### config.mk
export PLATFORM = sky130hd
export DESIGN_NAME = hs_sequencer
export DESIGN_NICKNAME = d
export VERILOG_FILES = /design/src/shared/hs_pkg.sv /design/src/rtl/hs_sequencer.sv
export SDC_FILE = /design/constraint.sdc
export NUM_CORES = 1
export LEC_CHECK = 0
export BUFFER_PORTS_ARGS = -buffer_cell sky130_fd_sc_hd__buf_2
export CAP_MARGIN = 10
export CORE_MARGIN = 10
export CORE_UTILIZATION = 50
export CTS_BUF_LIST = sky130_fd_sc_hd__clkbuf_16
export DETAILED_ROUTE_END_ITERATION = 16
export PLACE_DENSITY_LB_ADDON = 0.08
export SYNTH_ARGS = -nofsm -noshare
export SYNTH_HDL_FRONTEND = slang
export SYNTH_SLANG_ARGS = --single-unit
### constraint.sdc
create_clock -name i_clock -period 7.4 [get_ports i_clock]
set_clock_uncertainty 0.1 [all_clocks]
set_input_delay 0.74 -clock i_clock [delete_from_list [all_inputs] [get_ports i_clock]]
set_output_delay 0.74 -clock i_clock [all_outputs]
set_load 0.02 [all_outputs]
### src/shared/hs_pkg.sv
package hs_pkg;

   // -----------------------------------------------------------------
   // Object dictionary entries held by the block
   // -----------------------------------------------------------------
   localparam logic [15:0] HS_ACCEL_CEILING_INDEX = 16'h60C5;
   localparam logic [31:0] HS_ACCEL_CEILING_RESET = 32'h7FFFFFFF;
   localparam logic [31:0] HS_ACCEL_CEILING_MIN   = 32'h00000001;
   localparam logic [31:0] HS_ZERO_WORD           = 32'h00000000;

   // -----------------------------------------------------------------
   // Homing method codes
   // -----------------------------------------------------------------
   localparam logic [7:0] HS_METHOD_NEG_LIMIT   = 8'h01;
   localparam logic [7:0] HS_METHOD_POS_LIMIT   = 8'h02;
   localparam logic [7:0] HS_METHOD_HOME_FWD    = 8'h03;
   localparam logic [7:0] HS_METHOD_HOME_FWD_2  = 8'h04;
   localparam logic [7:0] HS_METHOD_HOME_REV    = 8'h05;
   localparam logic [7:0] HS_METHOD_HOME_REV_2  = 8'h06;
   localparam logic [7:0] HS_METHOD_HOME_LIM    = 8'h07;
   localparam logic [7:0] HS_METHOD_HOME_LIM_2  = 8'h08;

   // -----------------------------------------------------------------
   // Input synchroniser layout and sequence states
   // -----------------------------------------------------------------
   localparam int HS_IN_NEG   = 0;
   localparam int HS_IN_POS   = 1;
   localparam int HS_IN_HOME  = 2;
   localparam int HS_IN_INDEX = 3;
   localparam int HS_IN_COUNT = 4;
   localparam logic [HS_IN_COUNT-1:0] HS_IN_RESET = 4'h0;

   typedef enum logic [2:0] {
      HS_IDLE,
      HS_FAST,
      HS_LIMIT_REV,
      HS_SLOW1,
      HS_SLOW2,
      HS_SLOW3,
      HS_SEEK
   } hs_state_type;

endpackage
### src/rtl/hs_sequencer.sv
module hs_sequencer
   import hs_pkg::*;
(
   input  wire logic        i_clock,
   input  wire logic        i_rst_b,
   input  wire logic        i_clock_en,
   input  wire logic        i_negative_overtravel_input,
   input  wire logic        i_positive_overtravel_input,
   input  wire logic        i_home_switch_input,
   input  wire logic        i_index_pulse,
   input  wire logic [7:0]  i_homing_method_select,
   input  wire logic [31:0] i_switch_search_speed,
   input  wire logic [31:0] i_index_search_speed,
   input  wire logic [31:0] i_profile_acceleration,
   input  wire logic        i_homing_start,
   input  wire logic        i_homing_abort,
   input  wire logic        i_obj_write,
   input  wire logic        i_obj_read,
   input  wire logic [15:0] i_obj_index,
   input  wire logic [31:0] i_obj_wdata,
   output logic      [31:0] o_obj_rdata,
   output logic             o_obj_ack,
   output logic             o_obj_unmapped,
   output logic      [31:0] o_accel_ceiling,
   output logic      [31:0] o_homing_acceleration,
   output logic      [31:0] o_speed_ref,
   output logic             o_dir_reverse,
   output logic             o_homing_active,
   output logic             o_homing_done,
   output logic             o_method_error
);

   // -----------------------------------------------------------------
   // Declarations
   // -----------------------------------------------------------------
   logic [31:0]            accel_ceiling_reg;
   logic [HS_IN_COUNT-1:0] sync1_reg;
   logic [HS_IN_COUNT-1:0] sync2_reg;
   logic [HS_IN_COUNT-1:0] prev_reg;
   logic [HS_IN_COUNT-1:0] rise;
   logic [HS_IN_COUNT-1:0] fall;
   hs_state_type           state_reg;
   hs_state_type           state_next;
   logic                   dir_reg;
   logic                   dir_next;
   logic                   limit_path_reg;
   logic                   limit_path_next;
   logic                   done_reg;
   logic                   error_reg;
   logic                   method_ok;
   logic                   fast_reverse;
   logic                   decel_level;
   logic                   decel_rise;
   logic                   decel_fall;
   logic                   watch_limit;
   logic                   two_stage;
   logic                   ceiling_hit;
   logic                   obj_sel;

   // -----------------------------------------------------------------
   // Acceleration ceiling object
   // -----------------------------------------------------------------
   assign obj_sel = (i_obj_index == HS_ACCEL_CEILING_INDEX);

   // A zero would freeze every ramp, so it is replaced by the smallest legal rate.
   always_ff @(posedge i_clock or negedge i_rst_b) begin
      if (!i_rst_b) begin
         accel_ceiling_reg <= HS_ACCEL_CEILING_RESET;
      end else if (i_clock_en && i_obj_write && obj_sel) begin
         if (i_obj_wdata == HS_ZERO_WORD) begin
            accel_ceiling_reg <= HS_ACCEL_CEILING_MIN;
         end else begin
            accel_ceiling_reg <= i_obj_wdata;
         end
      end
   end

   // Every access made with the clock enable high is answered in the next cycle; an unknown index reads zero.
   always_ff @(posedge i_clock or negedge i_rst_b) begin
      if (!i_rst_b) begin
         o_obj_rdata    <= HS_ZERO_WORD;
         o_obj_ack      <= 1'b0;
         o_obj_unmapped <= 1'b0;
      end else if (i_clock_en) begin
         o_obj_ack      <= i_obj_write | i_obj_read;
         o_obj_unmapped <= (i_obj_write | i_obj_read) & ~obj_sel;
         if (i_obj_read && obj_sel) begin
            o_obj_rdata <= accel_ceiling_reg;
         end else begin
            o_obj_rdata <= HS_ZERO_WORD;
         end
      end
   end

   assign o_accel_ceiling = accel_ceiling_reg;

   // -----------------------------------------------------------------
   // Input synchronisers and edge detection
   // -----------------------------------------------------------------
   // The first stage feeds only the second; edges come from stage two and its history.
   always_ff @(posedge i_clock or negedge i_rst_b) begin
      if (!i_rst_b) begin
         sync1_reg <= HS_IN_RESET;
         sync2_reg <= HS_IN_RESET;
         prev_reg  <= HS_IN_RESET;
      end else if (i_clock_en) begin
         sync1_reg <= {i_index_pulse, i_home_switch_input,
                       i_positive_overtravel_input, i_negative_overtravel_input};
         sync2_reg <= sync1_reg;
         prev_reg  <= sync2_reg;
      end
   end

   // Each edge is high for one enabled cycle only, so one step consumes it once.
   assign rise = sync2_reg & ~prev_reg;
   assign fall = ~sync2_reg & prev_reg;

   // -----------------------------------------------------------------
   // Method decode
   // -----------------------------------------------------------------
   // Methods 1 and 2 decelerate on a limit switch, the rest on the home switch.
   always_comb begin
      method_ok    = 1'b1;
      fast_reverse = 1'b0;
      decel_level  = sync2_reg[HS_IN_HOME];
      decel_rise   = rise[HS_IN_HOME];
      decel_fall   = fall[HS_IN_HOME];
      watch_limit  = 1'b0;
      two_stage    = 1'b0;
      unique case (i_homing_method_select)
         HS_METHOD_NEG_LIMIT: begin
            fast_reverse = 1'b1;
            decel_level  = sync2_reg[HS_IN_NEG];
            decel_rise   = rise[HS_IN_NEG];
            decel_fall   = fall[HS_IN_NEG];
         end
         HS_METHOD_POS_LIMIT: begin
            decel_level  = sync2_reg[HS_IN_POS];
            decel_rise   = rise[HS_IN_POS];
            decel_fall   = fall[HS_IN_POS];
         end
         HS_METHOD_HOME_FWD: begin
            fast_reverse = 1'b0;
         end
         HS_METHOD_HOME_FWD_2: begin
            two_stage    = 1'b1;
         end
         HS_METHOD_HOME_REV: begin
            fast_reverse = 1'b1;
         end
         HS_METHOD_HOME_REV_2: begin
            fast_reverse = 1'b1;
            two_stage    = 1'b1;
         end
         HS_METHOD_HOME_LIM: begin
            watch_limit  = 1'b1;
            two_stage    = limit_path_reg;
         end
         HS_METHOD_HOME_LIM_2: begin
            watch_limit  = 1'b1;
            two_stage    = 1'b1;
         end
         default: begin
            method_ok    = 1'b0;
         end
      endcase
   end

   // -----------------------------------------------------------------
   // Sequence state machine
   // -----------------------------------------------------------------
   // Each slow switch pass reverses direction, except the slow pass that follows a
   // limit bounce, which keeps going the same way through the switch; the index seek keeps the last direction.
   always_comb begin
      state_next      = state_reg;
      dir_next        = dir_reg;
      limit_path_next = limit_path_reg;
      unique case (state_reg)
         HS_IDLE: begin
            if (i_homing_start && method_ok) begin
               limit_path_next = 1'b0;
               if (decel_level) begin
                  state_next = HS_SLOW1;
                  dir_next   = ~fast_reverse;
               end else begin
                  state_next = HS_FAST;
                  dir_next   = fast_reverse;
               end
            end
         end
         HS_FAST: begin
            if (watch_limit && rise[HS_IN_POS]) begin
               state_next      = HS_LIMIT_REV;
               dir_next        = 1'b1;
               limit_path_next = 1'b1;
            end else if (decel_rise) begin
               state_next = HS_SLOW1;
               dir_next   = ~dir_reg;
            end
         end
         HS_LIMIT_REV: begin
            if (rise[HS_IN_HOME]) begin
               state_next = HS_SLOW1;
            end
         end
         HS_SLOW1: begin
            if (decel_fall) begin
               if (two_stage) begin
                  state_next = HS_SLOW2;
                  dir_next   = ~dir_reg;
               end else begin
                  state_next = HS_SEEK;
               end
            end
         end
         HS_SLOW2: begin
            if (rise[HS_IN_HOME]) begin
               if (watch_limit && limit_path_reg && i_homing_method_select != HS_METHOD_HOME_LIM_2) begin
                  state_next = HS_SLOW3;
                  dir_next   = ~dir_reg;
               end else begin
                  state_next = HS_SEEK;
               end
            end
         end
         HS_SLOW3: begin
            if (fall[HS_IN_HOME]) begin
               state_next = HS_SEEK;
            end
         end
         HS_SEEK: begin
            if (rise[HS_IN_INDEX]) begin
               state_next = HS_IDLE;
            end
         end
      endcase
      if (i_homing_abort) begin
         state_next = HS_IDLE;
      end
   end

   always_ff @(posedge i_clock or negedge i_rst_b) begin
      if (!i_rst_b) begin
         state_reg      <= HS_IDLE;
         dir_reg        <= 1'b0;
         limit_path_reg <= 1'b0;
      end else if (i_clock_en) begin
         state_reg      <= state_next;
         dir_reg        <= dir_next;
         limit_path_reg <= limit_path_next;
      end
   end

   // Done stays up until the next start; error flags an unsupported method.
   always_ff @(posedge i_clock or negedge i_rst_b) begin
      if (!i_rst_b) begin
         done_reg  <= 1'b0;
         error_reg <= 1'b0;
      end else if (i_clock_en) begin
         if (state_reg == HS_SEEK && rise[HS_IN_INDEX] && !i_homing_abort) begin
            done_reg <= 1'b1;
         end else if (state_reg == HS_IDLE && i_homing_start) begin
            done_reg <= 1'b0;
         end
         if (state_reg == HS_IDLE && i_homing_start) begin
            error_reg <= ~method_ok;
         end
      end
   end

   // -----------------------------------------------------------------
   // Motion reference outputs
   // -----------------------------------------------------------------
   assign ceiling_hit = (i_profile_acceleration > accel_ceiling_reg);

   // The speed lags the state by one cycle; the ramp limit smooths the step anyway.
   always_ff @(posedge i_clock or negedge i_rst_b) begin
      if (!i_rst_b) begin
         o_speed_ref           <= HS_ZERO_WORD;
         o_dir_reverse         <= 1'b0;
         o_homing_acceleration <= HS_ACCEL_CEILING_RESET;
      end else if (i_clock_en) begin
         o_dir_reverse <= dir_reg;
         unique case (state_reg)
            HS_FAST, HS_LIMIT_REV: o_speed_ref <= i_switch_search_speed;
            HS_SLOW1, HS_SLOW2, HS_SLOW3, HS_SEEK: o_speed_ref <= i_index_search_speed;
            HS_IDLE: o_speed_ref <= HS_ZERO_WORD;
         endcase
         if (ceiling_hit) begin
            o_homing_acceleration <= accel_ceiling_reg;
         end else begin
            o_homing_acceleration <= i_profile_acceleration;
         end
      end
   end

   assign o_homing_active = (state_reg != HS_IDLE);
   assign o_homing_done   = done_reg;
   assign o_method_error  = error_reg;
endmodule

After elaboration in Yosys (flattened, before gate mapping)
Index checks and enable logic that the tools add are counted.

Output and inout port bits: 134. Logic and storage cells: 122. Register bits after elaboration: 150. Input port bits: 163.

Reduce and logical (&&, ||, !) cells: 28. $lt $le $gt $ge: 1. Equality and inequality tests: 30. Multiplexer cells: 38. Bitwise logic cells: 10.

Operator list (number): 2-to-1 mux 32 bit (3); one-hot mux 32 bit (3 select lines) (1); == test 8 x 3 -> 1 bit (second input constant) (4); > comparator 32 bit (1); logical NOT 32 bit (1); 2-to-1 mux 3 bit (9); != test 3 bit (second input constant) (7); one-hot mux 3 bit (7 select lines) (1); == test 16 x 15 -> 1 bit (second input constant) (1); == test 8 x 2 -> 1 bit (second input constant) (2); AND reduction 8 bit (2); 2-to-1 mux 1 bit (15); != test 2 bit (second input constant) (6); logical AND 1 bit (10); one-hot mux 1 bit (2 select lines) (5); == test 3 bit (second input constant) (3); == test 8 x 1 -> 1 bit (second input constant) (1); == test 8 x 4 -> 1 bit (second input constant) (1); != test 8 x 4 -> 1 bit (second input constant) (1); OR reduction 8 bit (1); == test 3 x 2 -> 1 bit (second input constant) (2); 2-to-1 mux 2 bit (3); OR reduction 3 bit (2); bitwise AND 4 bit (1); 18 further kinds (24).

Depth between registers and ports, before layout
Depth after elaboration: 9. Gate-level depth with buffers: 10. Mapped depth without buffers: 9.

Least setup slack after synthesis
Ideal clock, no wire load.

Kind: input-to-reg. From: input i_profile_acceleration[17]. To: register o_homing_acceleration[31]. Setup time: 0.137 ns. Data arrival time: 2.602 ns. Cell stages on the path: 9. Path buffers: 1. Data required time: 7.163 ns. Slack: 4.561 ns. Cell sequence: ha_1 -> a21o_1 -> nand3_1 -> a2111oi_0 -> or4_1 -> a21oi_2 -> buf_4 -> mux2i_1 -> a21oi_1.

Cells in the longest elaborated chain, start to end: 2.

RTL lines: start, declared (RTL line hs_sequencer.sv:14) `input wire logic [31:0] i_profile_acceleration,`; > comparator 32 bit (RTL line hs_sequencer.sv:274) `assign ceiling_hit = (i_profile_acceleration > accel_ceiling_reg);`; 2-to-1 mux 32 bit (RTL line hs_sequencer.sv:289) `if (ceiling_hit) begin`; end signal, assigned (RTL line hs_sequencer.sv:290) `o_homing_acceleration <= accel_ceiling_reg;`; end signal, assigned (RTL line hs_sequencer.sv:292) `o_homing_acceleration <= i_profile_acceleration;`; end, declared (RTL line hs_sequencer.sv:25) `output logic [31:0] o_homing_acceleration,`.

No other way between the ends. A chain may end at the register's enable or synchronous reset.

Worst setup path after layout
From: input i_clock_en. To: register state_reg[1].

Cells in the longest elaborated chain, start to end: 1.

RTL lines: start, declared (RTL line hs_sequencer.sv:6) `input wire logic i_clock_en,`; AND reduction 8 bit (no source line); end signal, assigned (RTL line hs_sequencer.sv:248) `state_reg <= state_next;`; end, declared (RTL line hs_sequencer.sv:42) `hs_state_type state_reg;`.

No other way between the ends.

==> run_results.csv <==
group,metric,value,unit
timing,hold_viol,0,
cells_and_area,syn2layout_area_growth,28.23,%
synth,yosysSeqAreaShare,50.61,%
route,drt_iter0_markers,533,
global_routing,track_usage,23.78,%
synth,synth_area,7570,µm²
global_routing,grt_pass1_wl,38360,µm
global_routing,grt_pass1_vias,6944,
clock_network,clockBufferDepth,2,
pwr,p_leak,0.004622,µW
route,postRouteAntennaNets,0,
critical_path,criticalPathCategory,"primary input to flip-flop",
synth,synth.avg_cell_area,10.23,µm²
global_routing,gr-total-overflow,0,
pwr,ir_drop,213.0,µV
cells_and_area,final_util,66.04,%
place,hpwl,18550,µm
critical_path,cp_max_fo,66,
synth,ys_types,61,
timing,period_needed,3349,ps
route,vias,6811,
die,coreArea,14700,µm²
route,met2_length,11860,µm
critical_path,cp.required,7600,ps
timing,worst_pin_slew,1162,ps
critical_path,crit_arrival,3550,ps
timing,fin_setup_tns,0,ps
route,drc,0,
die,num_io_pins,297,
place,port_buffers,296,
synth,ys.flop_type,"dfrtp_1",
timing,finalSetupViolCount,0,
synth,synth_area_leaders,"dfrtp_1, dfstp_2, a22o_1",
clock_network,cts_buffers,17,
route,wire_per_inst,20.38,µm
timing,whs,245.2,ps
pwr,power,2738,µW
clock_network,cts_resized,0,
synth,synth_warnings,0,
synth,synth_top_area_cell,"dfrtp_1",
critical_path,worstSetupStartpointType,"primary input",
timing,fmax,0.2986,GHz
job,drv_cap,0,
clock_network,clkLatencyLatePin,420,ps
clock_network,cts_hold_buffers,0,
die,die_w,143.0,µm
synth,syn_nets,935,
synth,ys_ff_latch,150,
pwr,p_per_area,282.1,nW/µm²
global_routing,antenna_found_initial,5,
cells_and_area,nNetsFinal,1210,
die,row_count,44,
route,wirelength,24760,µm
clock_network,htree_levels,4,
synth,netlist_instances,740,
die,start_util,51.50,%
timing,slew_viol_final,0,
timing,min_period_over_period,45.26,%
clock_network,cts_tree,"yes",
place,gp_congestion,0.9014,
critical_path,critical_path.max_stage_delay,1110,ps
global_routing,grt_max_degree,91,
route,wl_met1,9954,µm
route,highest_layer,"met5",
cells_and_area,layout-drive-gt1-share,40.56,%
synth,synth.top_cell.area_share,29.09,%
hold_path,hold_class,"primary input to async pin",
route,drtPass1Iterations,5,
timing,rsz0062_at_grt,"no",
die,chipHeight,143.0,µm
clock_network,path_clk_slew,60,ps
critical_path,crit_path_top_delay_cell,"clkinv_1",
route,avgViaCountPerCell,5.606,
critical_path,crit_chain,"buf_4, clkinv_1, a21oi_1, and3_4, a21oi_2, mux2_4",
clock_network,clock-sinks,150,
critical_path,cp-end-kind,"flip-flop",
synth,synth_edf_count,0,
clock_network,post_cts_buffers,0,
synth,async_flop_share,100.0,%
clock_network,cts_root_buf,"clkbuf_16",
die,dieArea,20460,µm²
timing,max_slew_margin,22.04,%
route,wl_met3,2545,µm
status,status,"complete, no violations",
cell usage in the layout (no fill, tap or decap), drive strengths merged, types with 16 or more instances in the layout:
cell    instances
nand2          55
inv            42
dfstp          62
buf           304
nor2           77
dfrtp          88
nand3          40
mux2           16
a21oi          56
a31oi          37
ha             32
mux2i          34
a22o           61
clkbuf         17
through the flow:
| step | area (µm²) | cells | worst slack (ps) |
|---|---|---|---|
| floorplan | 7570 | 740 | 4561 |
| global placement | 9136 | 1179 | 3727 |
| detailed placement | 9136 | 1179 | 3611 |
| global route | 9704 | 1214 | 3902 |
| CTS | 9684 | 1211 | 4052 |
| finish | 9707 | 1215 | 4051 |
cell usage after synthesis (3+ instances only):
cell type  instances
nand3_1           40
nor4_1            11
a21oi_1           54
buf_4              3
dfrtp_1           88
a22o_1            61
dfstp_2           62
nor3_1             4
mux2i_1           34
buf_6              4
a21o_1             4
a31oi_1           37
ha_1              32
nand2_1           55
clkbuf_1          39
nand2b_1           3
nor2_1            77
o21ai_0           10
mux2_2            15
nand4_1           15
inv_1             39
worst max-delay path, delay by kind of cell:
family                 cells  cell delay [ps]
AOI/OAI and AO/OA          2              580
buffers and inverters      2             1620
muxes                      1              310
and+or+nand+nor            1              270
per-layer routing:
metal,track usage [%],vias to the layer above
li1,-,3246
met2,38.58,264
met3,10.22,24
met1,28.16,3275
met5,0,-
met4,6.732,2
path summary, 6_finish.rpt:
kind / startpoint / end / slack, ps / cells after the start
max: i_clock_en / state_reg[1] / 4050 / 6
min: i_rst_b / o_method_error / 250 / 1
max reg2reg: o_accel_ceiling[29] / o_homing_acceleration[11] / 4260 / 9
min reg2reg: o_homing_done / o_homing_done / 380 / 2
max in group asynchronous: i_rst_b / o_obj_rdata[1] / 5580 / 2
min in group i_clock: o_homing_done / o_homing_done / 380 / 2
power breakdown:
group          internal, µW  total [µW]  switching, µW
Clock                   485         815            330
Sequential              959        1050           88.8
Combinational           303         875            572
Total                  1750        2740            991
logic make-up after synthesis:
kind of cell	after synthesis	share of synthesized area, %
xor+xnor	2	0.2314
fa+ha+maj	32	5.289
simple gates	227	14.36
buf+inv	88	4.942
mux	50	6.926
compound gates	191	17.64
flops	150	50.61
final cells by class:
cell class	count	area (µm²)
well taps	184	230.2
clock inverters	15	122.6
flip-flops and latches	150	3831
diodes	3	7.507
repair buffers	304	1558
clock buffers	17	425.4
fillers	1256	4992
multi-input cells	502	3382
inverters	40	150.1
(Power assumes the default switching activity.)
